## src/logic/bc_msg_regs.svh

```systemverilog
`ifndef BC_MSG_REGS_SVH
`define BC_MSG_REGS_SVH

// message control word fields
`define CTRL_MSG_ERR_MASK 14
`define CTRL_SREQ_MASK 13
`define CTRL_BUSY_MASK 12
`define CTRL_SUBSYS_MASK 11
`define CTRL_TFLAG_MASK 10
`define CTRL_RSV_MASK 9
`define CTRL_RETRY 8
`define CTRL_CHAN_A 7
`define CTRL_SELF_TEST 6
`define CTRL_BCAST_EXPECT 5
`define CTRL_MSG_END_IRQ_ENABLE 4
`define CTRL_LEGACY 3

// received terminal status word fields
`define STS_ADDR_HI 15
`define STS_ADDR_LO 11
`define STS_MSG_ERR 10
`define STS_SREQ 8
`define STS_RSV_HI 7
`define STS_RSV_LO 5
`define STS_BCAST_RCVD 4
`define STS_BUSY 3
`define STS_SUBSYS 2
`define STS_TFLAG 0
`define STS_RSV_BITS 11'h0e0

// command word fields
`define CMD_TX 10
`define CMD_MODE_MSB 4

// block status word fields
`define BSW_END_OF_MESSAGE_FLAG 15
`define BSW_START_OF_MESSAGE_FLAG 14
`define BSW_CHAN_B 13
`define BSW_ERROR 12
`define BSW_STATUS_SET 11
`define BSW_FORMAT_ERR 10
`define BSW_TIMEOUT 9
`define BSW_LOOP_FAIL 8
`define BSW_FILTERED_STATUS_FLAG 7
`define BSW_RETRY_CNT1 6
`define BSW_RETRY_CNT0 5
`define BSW_GOOD_BLOCK 4
`define BSW_WRONG_ADDR 3
`define BSW_WC_ERR 2
`define BSW_SYNC_ERR 1
`define BSW_INVALID_WORD 0
`define BSW_LOW_LEGACY 8'hff

`define MAX_WORD_COUNT 6'd32

`endif

```

## src/logic/bc_msg_pkg.sv

```systemverilog
package bc_msg_pkg;

    typedef enum logic [3:0] {
        S_IDLE = 4'h0,
        S_WCTRL = 4'h1,
        S_SOM = 4'h2,
        S_FETCH = 4'h3,
        S_FWAIT = 4'h4,
        S_ECHO = 4'h5,
        S_LOOPWR = 4'h6,
        S_RX = 4'h7,
        S_END = 4'h8,
        S_BSW = 4'h9
    } bc_state_t;

    typedef enum logic [2:0] {
        F_XFER = 3'h0,
        F_RTRT = 3'h1,
        F_BCAST = 3'h2,
        F_BCRTRT = 3'h3,
        F_MODE = 3'h4,
        F_BCMODE = 3'h6,
        F_UNUSED = 3'h7
    } msg_fmt_t;

    typedef struct packed {
        logic enhancedMode;
        logic extendedCtrlWordEnable;
        logic retryEnable;
        logic doubleRetry;
        logic [1:0] retryAltChan;
        logic retryOnLegacyMsgError;
        logic retryOnStatusSet;
        logic bcastMaskMode;
        logic msgIrqMaskBit;
    } cfg_t;

    typedef struct packed {
        logic cmdSync;
        logic [15:0] data;
    } bus_word_t;

    typedef struct packed {
        logic valid;
        logic cmdSync;
        logic invalid;
        logic [15:0] data;
    } rx_word_t;

    typedef struct packed {
        bc_state_t state;
        logic ramRe;
        logic ramWe;
        logic [15:0] ramAddr;
        logic [15:0] ramWdata;
        logic [15:0] ptr;
        logic [15:0] base;
        logic [15:0] desc;
        logic [15:0] ctrl;
        logic [15:0] cmd1;
        logic [15:0] cmd2;
        logic [15:0] lastTx;
        logic [15:0] lastEcho;
        logic [5:0] txIdx;
        logic [5:0] txTotal;
        logic [5:0] echoCnt;
        logic [5:0] rxIdx;
        logic [5:0] rxTotal;
        logic [5:0] rxData;
        logic [1:0] retries;
        logic [1:0] bufCnt;
        bus_word_t buf0;
        bus_word_t buf1;
        logic txValid;
        logic chanA;
        logic inhibit;
        logic busy;
        logic done;
        logic irq;
        logic loopFail;
        logic sSet;
        logic mSet;
        logic fmtErr;
        logic tmo;
        logic wAddr;
        logic wcErr;
        logic syncErr;
        logic invWord;
        logic msgErr;
    } bc_regs_t;

endpackage : bc_msg_pkg

```

## src/logic/bc_message_control.sv

```systemverilog
`timescale 1ns/1ps
`include "bc_msg_regs.svh"
module bc_message_control
    import bc_msg_pkg::*;
(
    input wire logic clk_sys,
    input wire logic reset_n,
    input wire logic start,
    input wire logic [15:0] msgAddr,
    input wire logic [15:0] descAddr,
    input wire cfg_t cfg,
    output logic ramRe,
    output logic ramWe,
    output logic [15:0] ramAddr,
    output logic [15:0] ramWdata,
    input wire logic [15:0] ramRdata,
    input wire logic ramRvalid,
    output logic txValid,
    output bus_word_t txWord,
    input wire logic txReady,
    output logic txChanA,
    output logic txInhibit,
    input wire rx_word_t rxWord,
    input wire logic rspTimeout,
    output logic busy,
    output logic msgDone,
    output logic irqReq
);

    bc_regs_t r_q, r_d;

    function automatic msg_fmt_t decodeFmt(input logic [2:0] code);
        case (code)
            3'h0: decodeFmt = F_XFER;
            3'h1: decodeFmt = F_RTRT;
            3'h2: decodeFmt = F_BCAST;
            3'h3: decodeFmt = F_BCRTRT;
            3'h4: decodeFmt = F_MODE;
            3'h6: decodeFmt = F_BCMODE;
            default: decodeFmt = F_UNUSED;
        endcase
    endfunction : decodeFmt

    function automatic logic [5:0] wordCount(input logic [15:0] cmd);
        wordCount = (cmd[4:0] == 5'h00) ? `MAX_WORD_COUNT : {1'b0, cmd[4:0]};
    endfunction : wordCount

    // data words going out (dirTx=1) or coming back for one command
    function automatic logic [5:0] dataCount(input logic [15:0] cmd, input logic isMode,
                                             input logic legacy, input logic dirTx);
        logic rtSends;
        rtSends = cmd[`CMD_TX];
        if (isMode)
            dataCount = ((rtSends != dirTx) && cmd[`CMD_MODE_MSB] && !legacy) ? 6'd1 : 6'd0;
        else
            dataCount = (rtSends != dirTx) ? wordCount(cmd) : 6'd0;
    endfunction : dataCount

    // returns {status set, filtered status, address mismatch}
    function automatic logic [2:0] statusEval(input logic [15:0] sw, input logic [15:0] cmd,
                                              input logic [15:0] ctrl, input cfg_t c,
                                              input logic ext);
        logic mism, bcMis, lowSet, filt;
        mism = sw[`STS_ADDR_HI:`STS_ADDR_LO] != cmd[15:11];
        if (ext && c.bcastMaskMode)
            bcMis = !ctrl[`CTRL_BCAST_EXPECT] && sw[`STS_BCAST_RCVD];
        else
            bcMis = sw[`STS_BCAST_RCVD] ^ ctrl[`CTRL_BCAST_EXPECT];
        lowSet = |(sw[10:0] & ~(11'h010 | (ext ? 11'h000 : `STS_RSV_BITS)));
        filt = ext && ((!ctrl[`CTRL_MSG_ERR_MASK] && sw[`STS_MSG_ERR])
            || (!ctrl[`CTRL_SREQ_MASK] && sw[`STS_SREQ])
            || (!ctrl[`CTRL_BUSY_MASK] && sw[`STS_BUSY])
            || (!ctrl[`CTRL_SUBSYS_MASK] && sw[`STS_SUBSYS])
            || (!ctrl[`CTRL_TFLAG_MASK] && sw[`STS_TFLAG])
            || (!ctrl[`CTRL_RSV_MASK] && |sw[`STS_RSV_HI:`STS_RSV_LO])
            || (c.bcastMaskMode && bcMis));
        statusEval = {mism || lowSet || bcMis, filt, mism};
    endfunction : statusEval

    logic ext, legacy, rtrt, bcast, isMode, isStat, retryOk;
    msg_fmt_t fmt;
    logic [2:0] ev;
    logic [5:0] tot, wc;
    logic [15:0] bsw;
    bus_word_t pushWord;

    always_comb begin
        r_d = r_q;
        ev = 3'h0;
        tot = 6'd0;
        wc = 6'd0;
        bsw = 16'h0000;
        isStat = 1'b0;
        pushWord = '0;
        r_d.ramRe = 1'b0;
        r_d.ramWe = 1'b0;
        r_d.done = 1'b0;
        r_d.irq = 1'b0;
        // expanded fields count only with both enables
        ext = cfg.enhancedMode && cfg.extendedCtrlWordEnable;
        legacy = ext && r_q.ctrl[`CTRL_LEGACY];
        fmt = decodeFmt(r_q.ctrl[2:0]);
        rtrt = (fmt == F_RTRT) || (fmt == F_BCRTRT);
        bcast = (fmt == F_BCAST) || (fmt == F_BCRTRT) || (fmt == F_BCMODE);
        isMode = (fmt == F_MODE) || (fmt == F_BCMODE);
        retryOk = ext && cfg.retryEnable && r_q.ctrl[`CTRL_RETRY]
            && (r_q.retries < (cfg.doubleRetry ? 2'd2 : 2'd1))
            && (r_q.tmo || r_q.fmtErr
                || (cfg.retryOnLegacyMsgError && legacy && r_q.msgErr)
                || (cfg.retryOnStatusSet && (r_q.mSet || r_q.wAddr)));
        if (r_q.txValid && txReady) begin
            r_d.buf0 = r_q.buf1;
            r_d.bufCnt = r_q.bufCnt - 2'd1;
        end
        case (r_q.state)
            S_IDLE: begin
                if (start) begin
                    r_d.base = msgAddr;
                    r_d.desc = descAddr;
                    r_d.ramAddr = msgAddr;
                    r_d.ramRe = 1'b1;
                    r_d.busy = 1'b1;
                    r_d.retries = 2'd0;
                    r_d.state = S_WCTRL;
                end
            end
            S_WCTRL: begin
                if (ramRvalid) begin
                    r_d.ctrl = ramRdata;
                    r_d.chanA = ramRdata[`CTRL_CHAN_A];
                    r_d.inhibit = ramRdata[`CTRL_SELF_TEST];
                    r_d.state = S_SOM;
                end
            end
            S_SOM: begin
                r_d.ramWe = 1'b1;
                r_d.ramAddr = r_q.desc;
                r_d.ramWdata = 16'h0000;
                r_d.ramWdata[`BSW_START_OF_MESSAGE_FLAG] = 1'b1;
                r_d.ramWdata[`BSW_CHAN_B] = !r_q.chanA;
                r_d.ptr = r_q.base + 16'd1;
                r_d.txIdx = 6'd0;
                r_d.txTotal = 6'd1;
                r_d.echoCnt = 6'd0;
                r_d.rxIdx = 6'd0;
                {r_d.loopFail, r_d.sSet, r_d.mSet, r_d.tmo, r_d.wAddr} = 5'h00;
                {r_d.wcErr, r_d.syncErr, r_d.invWord, r_d.msgErr} = 4'h0;
                // unused codes end the message as a format error
                r_d.fmtErr = (fmt == F_UNUSED);
                r_d.state = (fmt == F_UNUSED) ? S_END : S_FETCH;
            end
            S_FETCH: begin
                if (r_d.bufCnt != 2'd2) begin
                    r_d.ramRe = 1'b1;
                    r_d.ramAddr = r_q.ptr;
                    r_d.state = S_FWAIT;
                end
            end
            S_FWAIT: begin
                if (ramRvalid) begin
                    tot = r_q.txTotal;
                    if (r_q.txIdx == 6'd0) begin
                        wc = wordCount(ramRdata);
                        r_d.cmd1 = ramRdata;
                        tot = rtrt ? 6'd2 : 6'd1 + dataCount(ramRdata, isMode, legacy, 1'b1);
                        r_d.txTotal = tot;
                        r_d.rxData = rtrt ? wc : dataCount(ramRdata, isMode, legacy, 1'b0);
                        if (rtrt)
                            r_d.rxTotal = 6'd1 + wc + (bcast ? 6'd0 : 6'd1);
                        else
                            r_d.rxTotal = bcast ? 6'd0
                                : 6'd1 + dataCount(ramRdata, isMode, legacy, 1'b0);
                    end
                    if (r_q.txIdx == 6'd1 && rtrt)
                        r_d.cmd2 = ramRdata;
                    pushWord.cmdSync = (r_q.txIdx == 6'd0) || (rtrt && r_q.txIdx == 6'd1);
                    pushWord.data = ramRdata;
                    if (r_d.bufCnt == 2'd0)
                        r_d.buf0 = pushWord;
                    else
                        r_d.buf1 = pushWord;
                    r_d.bufCnt = r_d.bufCnt + 2'd1;
                    r_d.lastTx = ramRdata;
                    r_d.ptr = r_q.ptr + 16'd1;
                    r_d.txIdx = r_q.txIdx + 6'd1;
                    r_d.state = (r_q.txIdx + 6'd1 == tot) ? S_ECHO : S_FETCH;
                end
            end
            S_ECHO: begin
                if (r_q.echoCnt == r_q.txTotal)
                    r_d.state = S_LOOPWR;
            end
            S_LOOPWR: begin
                r_d.ramWe = 1'b1;
                r_d.ramAddr = r_q.ptr;
                r_d.ramWdata = r_q.lastEcho;
                r_d.ptr = r_q.ptr + 16'd1;
                r_d.state = (r_q.rxTotal == 6'd0) ? S_END : S_RX;
            end
            S_RX: begin
                if (rxWord.valid) begin
                    r_d.ramWe = 1'b1;
                    r_d.ramAddr = r_q.ptr;
                    r_d.ramWdata = rxWord.data;
                    r_d.ptr = r_q.ptr + 16'd1;
                    r_d.rxIdx = r_q.rxIdx + 6'd1;
                    isStat = (r_q.rxIdx == 6'd0)
                        || (rtrt && !bcast && r_q.rxIdx + 6'd1 == r_q.rxTotal);
                    if (isStat) begin
                        // transmitting RT answers first in RT-to-RT
                        ev = statusEval(rxWord.data,
                            (rtrt && r_q.rxIdx == 6'd0) ? r_q.cmd2 : r_q.cmd1,
                            r_q.ctrl, cfg, ext);
                        r_d.sSet = r_q.sSet || ev[2];
                        r_d.mSet = r_q.mSet || ev[1];
                        r_d.wAddr = r_q.wAddr || ev[0];
                        r_d.msgErr = r_q.msgErr || rxWord.data[`STS_MSG_ERR];
                    end
                    if (rxWord.cmdSync != isStat)
                        r_d.syncErr = 1'b1;
                    if (rxWord.invalid)
                        r_d.invWord = 1'b1;
                    r_d.fmtErr = r_d.fmtErr || ev[0] || rxWord.invalid
                        || (rxWord.cmdSync != isStat);
                    if (r_q.rxIdx + 6'd1 == r_q.rxTotal)
                        r_d.state = S_END;
                end else if (rspTimeout) begin
                    // a short reply after the first status is a count error
                    r_d.tmo = (r_q.rxIdx == 6'd0);
                    r_d.wcErr = (r_q.rxIdx != 6'd0);
                    r_d.fmtErr = r_q.fmtErr || (r_q.rxIdx != 6'd0);
                    r_d.state = S_END;
                end
            end
            S_END: begin
                if (retryOk) begin
                    r_d.chanA = r_q.ctrl[`CTRL_CHAN_A] ^ cfg.retryAltChan[r_q.retries[0]];
                    r_d.retries = r_q.retries + 2'd1;
                    r_d.state = S_SOM;
                end else begin
                    r_d.state = S_BSW;
                end
            end
            S_BSW: begin
                bsw[`BSW_END_OF_MESSAGE_FLAG] = 1'b1;
                bsw[`BSW_CHAN_B] = !r_q.chanA;
                bsw[`BSW_ERROR] = r_q.fmtErr || r_q.tmo || r_q.loopFail;
                bsw[`BSW_STATUS_SET] = r_q.sSet;
                bsw[`BSW_FORMAT_ERR] = r_q.fmtErr;
                bsw[`BSW_TIMEOUT] = r_q.tmo;
                bsw[`BSW_LOOP_FAIL] = r_q.loopFail;
                if (cfg.enhancedMode) begin
                    bsw[`BSW_FILTERED_STATUS_FLAG] = r_q.mSet;
                    bsw[`BSW_RETRY_CNT1] = r_q.retries[1];
                    bsw[`BSW_RETRY_CNT0] = r_q.retries[0];
                    bsw[`BSW_GOOD_BLOCK] = (r_q.rxData != 6'd0)
                        && !(r_q.fmtErr || r_q.tmo || r_q.wcErr);
                    bsw[`BSW_WRONG_ADDR] = r_q.wAddr;
                    bsw[`BSW_WC_ERR] = r_q.wcErr;
                    bsw[`BSW_SYNC_ERR] = r_q.syncErr;
                    bsw[`BSW_INVALID_WORD] = r_q.invWord;
                end else begin
                    bsw[7:0] = `BSW_LOW_LEGACY;
                end
                r_d.ramWe = 1'b1;
                r_d.ramAddr = r_q.desc;
                r_d.ramWdata = bsw;
                r_d.done = 1'b1;
                r_d.irq = ext && r_q.ctrl[`CTRL_MSG_END_IRQ_ENABLE] && cfg.msgIrqMaskBit;
                r_d.busy = 1'b0;
                r_d.inhibit = 1'b0;
                r_d.state = S_IDLE;
            end
            default: r_d.state = S_IDLE;
        endcase
        // the decoder echoes every sent word; last one is compared bit by bit
        if (rxWord.valid && r_q.echoCnt != r_q.txTotal
            && (r_q.state == S_FETCH || r_q.state == S_FWAIT || r_q.state == S_ECHO)) begin
            r_d.echoCnt = r_q.echoCnt + 6'd1;
            r_d.lastEcho = rxWord.data;
            if (rxWord.invalid
                || (r_q.echoCnt + 6'd1 == r_q.txTotal && rxWord.data != r_q.lastTx))
                r_d.loopFail = 1'b1;
        end
        r_d.txValid = (r_d.bufCnt != 2'd0);
    end

    always_ff @(posedge clk_sys or negedge reset_n) begin
        if (!reset_n)
            r_q <= '0;
        else
            r_q <= r_d;
    end

    assign ramRe = r_q.ramRe;
    assign ramWe = r_q.ramWe;
    assign ramAddr = r_q.ramAddr;
    assign ramWdata = r_q.ramWdata;
    assign txValid = r_q.txValid;
    assign txWord = r_q.buf0;
    assign txChanA = r_q.chanA;
    assign txInhibit = r_q.inhibit;
    assign busy = r_q.busy;
    assign msgDone = r_q.done;
    assign irqReq = r_q.irq;
endmodule : bc_message_control

```

## config.mk

```make
export PLATFORM = sky130hd
export DESIGN_NAME = bc_message_control
export DESIGN_NICKNAME = d
export VERILOG_FILES = /design/src/logic/bc_msg_pkg.sv /design/src/logic/bc_message_control.sv
export VERILOG_INCLUDE_DIRS = /design/src /design/src/logic
export SDC_FILE = /design/constraint.sdc
export NUM_CORES = 1
export LEC_CHECK = 0
export ABC_AREA = 1
export ABC_CLOCK_PERIOD_IN_PS = 1900
export BUFFER_PORTS_ARGS = -buffer_cell sky130_fd_sc_hd__buf_2
export CORE_ASPECT_RATIO = 1.2
export CORE_UTILIZATION = 40
export DETAILED_ROUTE_END_ITERATION = 8
export GPL_TIMING_DRIVEN = 0
export HOLD_SLACK_MARGIN = 0.06
export PLACE_DENSITY = 0.62
export SKIP_LAST_GASP = 1
export SLEW_MARGIN = 25
export SYNTH_ARGS = -nofsm -noshare
export SYNTH_HDL_FRONTEND = slang
export SYNTH_SLANG_ARGS = --single-unit
```

## constraint.sdc

```tcl
create_clock -name clk_sys -period 1.9 [get_ports clk_sys]
set_input_delay 0.38 -clock clk_sys [delete_from_list [all_inputs] [get_ports clk_sys]]
set_output_delay 0.38 -clock clk_sys [all_outputs]
set_load 0.005 [all_outputs]
```

# Word level (Yosys, flattened, before mapping)
# Cells that the tools add are included.
# totals
reg_bits,255
input_bits,83
output_inout_bits,57
elab_cells,322
# op_classes
add_sub_neg,12
order_cmp,2
n_eq_ne,44
n_mux,96
bitwise_logic,6
n_reduce_logical,121
# op_table
operator,count
two-way mux 6 bit,22
case mux 16 bit (4 select lines),2
case mux 16 bit (5 select lines),1
two-way mux 36 bit,2
two-way mux 16 bit,4
two-way mux 49 bit,1
two-way mux 4 bit,9
case mux 4 bit (9 select lines),1
logical AND 1 bit,34
two-way mux 17 bit,2
adder 16 x 1 -> 16 bit (second input constant),2
logical OR 1 bit,31
AND reduction 3 bit,10
two-way mux 1 bit,26
!= test 2 bit (second input constant),13
equality test 6 bit,4
case mux 12 bit (2 select lines),1
two-way mux 19 bit,1
adder 1 x 6 -> 6 bit (first input constant),3
adder 6 x 1 -> 6 bit (second input constant),3
logical NOT 6 bit,3
case mux 3 bit (6 select lines),1
case mux 9 bit (2 select lines),1
AND reduction 2 bit,9
44 further kinds,95

# Depth between registers and ports, before layout
# Gate-level depths: netlist of the first run.
# depth
ltp_word,19
depth_mapped,19
depth_no_buf,18

# Worst setup path after synthesis of the first run
# Ideal clock, no wire load.
# synth_path
kind,input-to-reg
startpoint,in txReady
endpoint,reg r_q[253] (netlist bit)
setup_ps,66
arrival_time_ps,2129
setup_slack_ps,-295
cell_stages,13
path_buffers,1
cell_sequence,clkbuf_1 -> nand2_1 -> or2_2 -> xor2_1 -> inv_1 -> ha_1 -> inv_1 -> o32ai_1 -> nor2_1 -> o2111ai_1 -> a21oi_1 -> nand2_1 -> nand2_1
# synth_via
elab_chain_cells,5
# synth_rtl
element,line_no,source
from (decl),bc_message_control.sv:20,"input wire logic txReady,"
logical AND 1 bit,bc_message_control.sv:111,if (r_q.txValid && txReady) begin
two-way mux 19 bit,bc_message_control.sv:111,
!= test 2 bit,bc_message_control.sv:153,if (r_d.bufCnt != 2'd2) begin
!= test 2 bit (no line),-,
AND reduction 7 bit (no line),-,
to (signal assigned),bc_message_control.sv:292,r_q <= r_d;
to (decl),bc_message_control.sv:30,"bc_regs_t r_q, r_d;"
# No other way between the ends.
# A chain may end at the register's enable or synchronous reset.

# Worst setup path in the final report of the first run
# layout_path
startpoint,reg r_q[154] (netlist bit)
endpoint,reg r_q[253] (netlist bit)
# layout_via
elab_chain_cells,17
# layout_rtl
element,line_no,source
"equality test 3 bit, or another cell as far along",bc_message_control.sv:33,case (code)
case mux 3 bit (6 select lines) *,bc_message_control.sv:33,
equality test 3 bit,bc_message_control.sv:105,isMode = (fmt == F_MODE) || (fmt == F_BCMODE);
logical OR 1 bit,bc_message_control.sv:105,
two-way mux 6 bit,bc_message_control.sv:53,if (isMode)
two-way mux 6 bit,bc_message_control.sv:162,if (r_q.txIdx == 6'd0) begin
two-way mux 6 bit,bc_message_control.sv:160,if (ramRvalid) begin
two-way mux 6 bit,bc_message_control.sv:115,case (r_q.state)
adder 1 x 6 -> 6 bit,bc_message_control.sv:165,"tot = rtrt ? 6'd2 : 6'd1 + dataCount(ramRdata, isMode, legacy, 1'b1);"
two-way mux 6 bit,bc_message_control.sv:165,
two-way mux 6 bit,-,
two-way mux 6 bit,bc_message_control.sv:160,
two-way mux 6 bit,bc_message_control.sv:115,
equality test 6 bit,bc_message_control.sv:186,r_d.state = (r_q.txIdx + 6'd1 == tot) ? S_ECHO : S_FETCH;
two-way mux 3 bit,bc_message_control.sv:186,
two-way mux 4 bit,bc_message_control.sv:160,
case mux 4 bit (9 select lines) *,bc_message_control.sv:115,
# Every way passes the cells marked *; elsewhere a longest branch is shown, timed or not. The select of a mux whose other input is x is not followed.

==> metrics.md, run 1 <==
| Metric | Value |
|---|---|
| Final Wtd Congestion | `0.9012` |
| CORE AREA | `0.03127 mm^2` |
| Reg2Reg Launch Point | `r_q[154]` |
| Fin. Hold Viols | `0` |
| Rel. slew slack | `56.61%` |
| Crit path max fanout | `3` |
| TritonRoute pass-1 iters | `5` |
| Residual DRC count | `0` |
| RSZ-0062 raised after global routing | `yes` |
| WP data required | `2.33 ns` |
| Arr. time, crit path | `2.57 ns` |
| Initial antenna violation count | `2` |
| Synth cell types | `53` |
| Initial DRC Count | `880` |
| Number of enable flip-flop cells after synthesis | `0` |
| Area contributors post-synth | `dfrtp_1 46%, nand2_1 11%, o21ai_0 5.7%` |
| Critical Path Start Type | `flop` |
| Area of the multi-input gates | `0.006281 mm^2` |
| Crit Reg-Reg Endpoint | `r_q[253]` |
| Crit path time final | `2.131 ns` |
| Via-per-instance ratio | `5.258` |
| Register area share after synthesis | `45.84%` |
| Total number of vias | `11821` |
| Synth warn | `0` |
| Storage element area | `0.005813 mm^2` |
| Pwr dens | `1582 mW/mm^2` |
| Register-to-register setup slack | `-0.23 ns` |
| CTS clk-pin slew, worst paths | `0.06 ns` |
| PnR Total Power | `0.02569 W` |
| Layout cell share with drive strength beyond 1 | `29.68%` |
| Clock latency on the worst-skew pair | `0.54 ns` |
| Max Root-Sink Buffers | `3` |
| Die H | `196.9 um` |
| Remaining global-route overflow | `0` |
| Port buffer count | `134` |
| Cells after Synth | `1597` |
| Per-cell routed wire length | `18.63 um` |
| Failing checks | `setup timing` |
| Dpl ws | `-0.6270 ns` |
| IO Pins | `140` |
| Final setup viols | `71` |
| Remaining antenna violation count | `0` |
| Vias in the first global route | `11787` |
| Dpl hpwl | `30960 um` |
| Total wire length | `41870 um` |
| Hold_sp | `descAddr[5]` |
| Nets | `1922` |
| Die area | `0.03238 mm^2` |
| Final Max Slew Viols | `0` |
| Max Cap Viol | `0` |
| Final Cycle Share | `112.2%` |
| Critical path origin | `r_q[154]` |
| Setup CP Type | `reg -> reg` |
| Initial core utilization | `40.50%` |
| Die width | `164.4 um` |
| Worst hold-check path type | `in -> reg` |
| Area growth, synth to finish | `28.26%` |
| Share of the synthesized area in the top cell type | `45.84%` |
| TritonCTS Buffers | `26` |
| Worst slew pin tran | `0.6509 ns` |
| Clk sink count | `232` |
| First-pass GRT wire length | `64010 um` |
| #FFs+latches synth | `232` |
| Peak Freq | `0.4693 GHz` |
| Worst setup slack after layout | `-0.2310 ns` |
| Leak Pwr | `7.872 nW` |
| Status | `complete, but fails checks` |
| Mean post-synth cell area | `7.930 um^2` |
| Dpl cells | `2135` |
| Syn nets | `1696` |
| Worst IR Drop VDD | `0.8590 mV` |
| CP Capture Type | `flop` |
| Post-synth top flop | `dfrtp_1` |
| Largest net degree at the start of global routing | `78` |
| Non-Filler Instances | `2248` |
| # fillers | `2966` |
| H-tree depth reported by CTS | `1` |
| Synth area leader | `dfrtp_1` |
| GR Util All Layers | `25.88%` |
| CTS Root Buffer Type | `clkbuf_16` |
| Final Skew | `0.01403 ns` |
| # rows | `71` |
| CTS tree | `built` |
| Post-Syn Area | `0.01266 mm^2` |
| Async S/R FF share, synth | `100.0%` |
| CP endpoint | `r_q[253]` |
| FF-to-FF path depth | `18` |
| Fin util | `51.94%` |
## cell usage after synthesis (all sizes together) (4+ instances only)
| cell | count |
|---|---|
| clkbuf | 32 |
| nand2 | 384 |
| inv | 179 |
| o2111ai | 12 |
| a21oi | 37 |
| mux2 | 16 |
| a211oi | 16 |
| nand3b | 4 |
| a22oi | 13 |
| o22ai | 17 |
| o21ai | 160 |
| nor2 | 163 |
| buf | 75 |
| nor4 | 6 |
| xor2 | 19 |
| xnor2 | 15 |
| ha | 16 |
| dfrtp | 232 |
| or2 | 13 |
| nand4 | 21 |
| nand3 | 100 |
| a31oi | 28 |
| o211ai | 8 |
| nor3 | 13 |
## where the power goes
part	internal [W]	switching [W]	leakage (nW)
registers	0.00703	0.00158	2.93
logic	0.00547	0.00674	4.53
clock network	0.00282	0.00206	0.407
## flip-flops by register name (all words and copies together), names as in the netlist
register	flops
ramRe	1
txWord	17
ramWe	1
txValid	1
txChanA	1
ramAddr	16
busy	1
msgDone	1
irqReq	1
ramWdata	16
txInhibit	1
r_q	175
## logic make-up after synthesis
kind of cell / Yosys count / synth area share (%)
AOI/OAI and AO/OA: 305 / 14.29
muxes: 17 / 1.502
buffers and inverters: 287 / 10.43
xor gates and xnor gates: 34 / 2.351
adders and majority gates: 16 / 1.581
DFF: 232 / 45.84
and+or+nand+nor: 706 / 24.01
## routing by layer
layer	up-vias	GRT usage (%)	share of wire (%)
li1	5672	-	-
met3	120	3.430	5.5
met5	-	0	0.031
met1	5597	30.25	39
met4	2	15.12	6.1
met2	430	45.04	50
## how the worst min path moves through the flow
stage,endpoint,slack [ns],depth (start not counted)
after detailed placement,ramWe,0.32,1
after global placement,r_q[136],0.46,2
final,r_q[175],0.08,2
after global routing,r_q[178],0.07,2
after CTS,r_q[185],0.06,2
after floorplan,busy,0.08,0
## critical path, cell delays in order, from the launching register on
cell     delay [ns]
dfrtp_1        0.41
inv_2          0.07
nand2_2        0.09
buf_6          0.12
nand2_4        0.05
nor2_4         0.10
ha_4           0.22
nor2_4         0.10
nand2_2        0.07
nand2_2        0.07
nand2_1        0.06
nand2_2        0.07
nand3_2        0.07
nor2_2         0.09
nand4_1        0.15
nand2_2        0.13
nand2_2        0.06
nand2_1        0.06
nand2_1        0.04
## timing repair
item                                    4_1_cts  5_1_grt
pin swaps                                    65       36
buffers inserted                             50       11
endpoints found under the setup margin      193      202
gates cloned                                  2        3
endpoints found under the hold margin        51        0
hold buffers                                  1        0
gates resized for setup                     178       86
## cell usage in the layout, fill, tap and decap left out, types with 11 or more instances in the layout
cell and instances:
nand2_1 341, dfrtp_1 226, inv_1 155, buf_2 135, o21ai_0 131, nor2_1 109
buf_4 109, nand3_1 85, nand2_2 34, a21oi_1 29, clkbuf_16 29, nor2_4 27
a31oi_1 26, nor2_2 25, clkbuf_1 24, nand4_1 21, o21ai_1 19, buf_6 18
xor2_1 17, o22ai_1 17, mux2_2 16, inv_2 15, xnor2_1 15, nand3_2 11
or2_2 11, o2111ai_1 11
## metrics by stage
| step | cell area (um^2) | TNS [ns] | hold slack (ns) |
|---|---|---|---|
| 2_1_floorplan | 12770 | -0.08964 | 0.08441 |
| 3_3_place_gp | 13940 | -956.18 | 0.4621 |
| 3_5_place_dp | 14040 | -50.34 | 0.3244 |
| 4_1_cts | 15820 | -2.388 | 0.06387 |
| 5_1_grt | 16240 | -14.77 | 0.07231 |
| 6_report | 16240 | -3.194 | 0.07948 |
## area by class of cell
| cell class | instances | share of cell area (%) |
|---|---|---|
| multi-input cells | 1079 | 38.67 |
| flip-flops and latches | 232 | 35.79 |
| repair buffers | 201 | 8.150 |
| plain buffers | 103 | 4.922 |
| clock buffers | 38 | 4.537 |
| inverters | 180 | 4.321 |
| well taps | 401 | 3.089 |
| clock inverters | 10 | 0.4622 |
| diodes | 4 | 0.06162 |
Note: power is estimated with default switching activity, not from simulation.
==> run 2: changes to the inputs <==
==> constraint.sdc (replaced) <==
create_clock -name clk_sys -period 1.9 [get_ports clk_sys]
set_input_delay 0.38 -clock clk_sys [delete_from_list [all_inputs] [get_ports clk_sys]]
set_output_delay 0.38 -clock clk_sys [all_outputs]
set_load 0.1 [all_outputs]
==> run 2 against run 1 <==
Effect of this change: the run still ends with setup timing left; routed wire length decreased by 2.9%; via count up 2.8%; register-to-register slack better by 0.04 ns; first-iteration DRC count rose by 6.4%; cell count grew 2.3%; non-clock buffer count grew 54; largest cell class unchanged; highest routed layer is now met4.
==> metrics.md, run 2 (same netlist as run 1, synthesis figures left out) <==
| Metric | Value |
|---|---|
| WP data required | `2.34 ns (about the same)` |
| RSZ-0062 raised after global routing | `yes` |
| Port buffer count | `134 (unchanged)` |
| Setup CP Type | `reg -> reg` |
| Top delay family on crit path | `simple AND/OR/NAND/NOR gates` |
| Max Root-Sink Buffers | `3 (unchanged)` |
| CP Capture Type | `flop` |
| TritonRoute pass-1 iters | `5 (unchanged)` |
| Residual DRC count | `0 (unchanged)` |
| Final Cycle Share | `110.1% (-2.1 points)` |
| Via-per-instance ratio | `5.283 (+0.48%)` |
| CP endpoint | `r_q[253]` |
| Total wire length | `40670 um (-2.9%)` |
| # rows | `71 (unchanged)` |
| Remaining antenna violation count | `0 (unchanged)` |
| Final Max Slew Viols | `0 (unchanged)` |
| Leak Pwr | `8.277 nW (+5.1%)` |
| Initial antenna violation count | `1 (-1)` |
| Clk pwr share | `17.8% (-1.2 points)` |
| Initial DRC Count | `936 (+6.4%)` |
| Failing checks | `setup timing` |
| Fin Setup TNS | `-8.358 ns (-5.164 ns)` |
| Total number of vias | `12152 (+2.8%)` |
| Worst setup slack after layout | `-0.1911 ns (+0.03994 ns)` |
| Remaining global-route overflow | `0 (unchanged)` |
| Worst hold-check path type | `in -> reg` |
| Max reg flops | `175 (unchanged)` |
| First-pass GRT wire length | `61670 um (-3.7%)` |
| Fin util | `54.54% (+2.6 points)` |
| Status | `complete, but fails checks` |
| Per-cell routed wire length | `17.68 um (-5.1%)` |
| NetSw | `0.01478 W (+42%)` |
| Pint | `0.01679 W (+9.7%)` |
| Peak Freq | `0.4782 GHz (+1.9%)` |
| Reg2Reg Launch Point | `r_q[156]` |
| FF-to-FF path depth | `17 (-1)` |
| Worst slew pin tran | `0.6471 ns (-0.003749 ns)` |
| Hold_sp | `descAddr[15]` |
| Nets | `1978 (+2.9%)` |
| Fin. Hold Viols | `0 (unchanged)` |
| Die H | `196.9 um (unchanged)` |
| Critical Path Start Type | `flop` |
| Dpl hpwl | `28130 um (-9.1%)` |
| Post-Layout Inst Area | `0.01706 mm^2 (+5.0%)` |
| Dpl ws | `-0.7663 ns (-0.1393 ns)` |
| # fillers | `2876 (-3.0%)` |
| Most frequent cells in the layout | `334 x nand2_1, 226 x dfrtp_1, 152 x inv_1` |
| H-tree depth reported by CTS | `1 (unchanged)` |
| Rel. slew slack | `56.86% (+0.25 points)` |
| Critical path depth | `17 (-1)` |
| Top reg by flops | `r_q` |
| CTS tree | `built` |
| Vias in the first global route | `11763 (-0.20%)` |
| Max Cap Viol | `0 (unchanged)` |
| Critical Path, Cell by Cell | `inv_2, nor2_2, nand3_1, nand2_2, ha_4, nor2_4, nand2_4, nand2_4, nand2_2, nand2_2, nand3_2, nor2_2, nand4_1, nand2_1, nand2_1, nand2_1, nand2_1` |
| Final Wtd Congestion | `0.9266 (+2.8%)` |
| Crit path time final | `2.091 ns (-0.03994 ns)` |
| Most common cell after layout, fill and taps aside | `nand2_1` |
| Register-to-register setup slack | `-0.19 ns (+0.04 ns)` |
| Crit Reg-Reg Endpoint | `r_q[253]` |
| Bufs and invs on worst path | `1 (-1)` |
| Dpl cell area | `0.01401 mm^2 (-0.17%)` |
| Dpl cells | `2134 (-0.047%)` |
| Area growth, synth to finish | `34.67%` |
| Sw Ratio | `46.81% (+6.4 points)` |
| CTS clk-pin slew, worst paths | `0.06 ns (about the same)` |
| GR Util All Layers | `24.23% (-1.7 points)` |
| Max incr delay on CP | `0.42 ns (about the same)` |
| Die width | `164.4 um (unchanged)` |
| Critical path origin | `r_q[156]` |
| Reg power frac | `27.3% (-6.2 points)` |
| CP max-delay cell | `dfrtp_2` |
| Die area | `0.03238 mm^2 (unchanged)` |
| IO Pins | `140 (unchanged)` |
| Most used cell, CP | `nand2_1` |
| Clock latency on the worst-skew pair | `0.55 ns (about the same)` |
| Worst IR Drop VDD | `1.471 mV (+71%)` |
| CORE AREA | `0.03127 mm^2 (unchanged)` |
| Initial core utilization | `40.50% (unchanged)` |
| Combinational share of power | `54.9% (+7.4 points)` |
| TritonCTS Buffers | `28 (+7.7%)` |
| Non-Filler Instances | `2300 (+2.3%)` |
| Arr. time, crit path | `2.53 ns (-0.04 ns)` |
| Layout cell share with drive strength beyond 1 | `33.61% (+3.9 points)` |
| Final setup viols | `118 (+66%)` |
| Largest net degree at the start of global routing | `88 (+13%)` |
| Crit path max fanout | `5 (+2)` |
| Pwr dens | `1851 mW/mm^2 (+17%)` |
| CTS Root Buffer Type | `clkbuf_16` |
| Final Skew | `0.02207 ns (+0.008046 ns)` |
| Clk sink count | `232 (unchanged)` |
==> run 2: stage by stage <==
step / total power [W] / hold slack (ns)
6_report: 0.03157 / 0.06470
5_1_grt: 0.03332 / 0.07129
4_1_cts: 0.02956 / 0.06127
3_5_place_dp: 0.02205 / 0.3963
3_3_place_gp: 0.02184 / 0.4609
2_1_floorplan: 0.01908 / 0.08441
==> run 2: worst min-delay path by stage <==
stage	to	depth (start not counted)	slack, ns
3_3_place_gp	r_q[133]	2	0.46
2_1_floorplan	busy	0	0.08
3_5_place_dp	msgDone	1	0.40
6_report	r_q[185]	2	0.06
5_1_grt	r_q[185]	2	0.07
4_1_cts	r_q[185]	2	0.06
==> run 2: worst reg2reg max path, cell delays in order (launching register included) <==
cell	delay, ns
dfrtp_2	0.42
inv_2	0.06
nor2_2	0.14
nand3_1	0.12
nand2_2	0.12
ha_4	0.21
nor2_4	0.12
nand2_4	0.08
nand2_4	0.07
nand2_2	0.05
nand2_2	0.07
nand3_2	0.07
nor2_2	0.10
nand4_1	0.11
nand2_1	0.09
nand2_1	0.05
nand2_1	0.05
nand2_1	0.04
==> run 2: per-layer routing <==
metal | share of wire (%) | up-vias | GRT usage (%)
met4 | 4.4 | 0 | 10.50
met2 | 50 | 393 | 42.35
met5 | 0 | - | 0
li1 | - | 5786 | -
met1 | 41 | 5856 | 30.03
met3 | 4.7 | 117 | 2.567
==> run 2: power by group through the flow <==
stage / combinational, W / clock [W] / sequential, W
2_1_floorplan: 0.0106 / 0 / 0.00847
3_3_place_gp: 0.0134 / 0 / 0.00848
3_5_place_dp: 0.0135 / 0 / 0.00850
4_1_cts: 0.0154 / 0.00571 / 0.00847
5_1_grt: 0.0186 / 0.00591 / 0.00884
6_report: 0.0173 / 0.00563 / 0.00861
==> run 2: cell type report <==
| type | instances | area, um^2 | area share, % |
|---|---|---|---|
| clock inverter | 6 | 116.4 | 0.6823 |
| buffer | 106 | 822.0 | 4.820 |
| timing repair inverter | 1 | 7.507 | 0.04402 |
| tap | 401 | 501.7 | 2.942 |
| timing repair buffer | 252 | 1798 | 10.54 |
| sequential | 232 | 5816 | 34.10 |
| inverter | 180 | 708.2 | 4.152 |
| antenna | 1 | 2.502 | 0.01467 |
| clock buffer | 43 | 857.1 | 5.025 |
| multi-input combinational | 1078 | 6426 | 37.68 |
==> run 2: timing repair <==
| action | CTS | global route |
|---|---|---|
| gates resized for setup | 161 | 172 |
| setup endpoints to repair | 192 | 186 |
| pin swaps | 54 | 71 |
| hold buffers | 2 | 0 |
| buffers inserted | 67 | 50 |
| endpoints found under the hold margin | 69 | 0 |
| gates cloned | 2 | 5 |
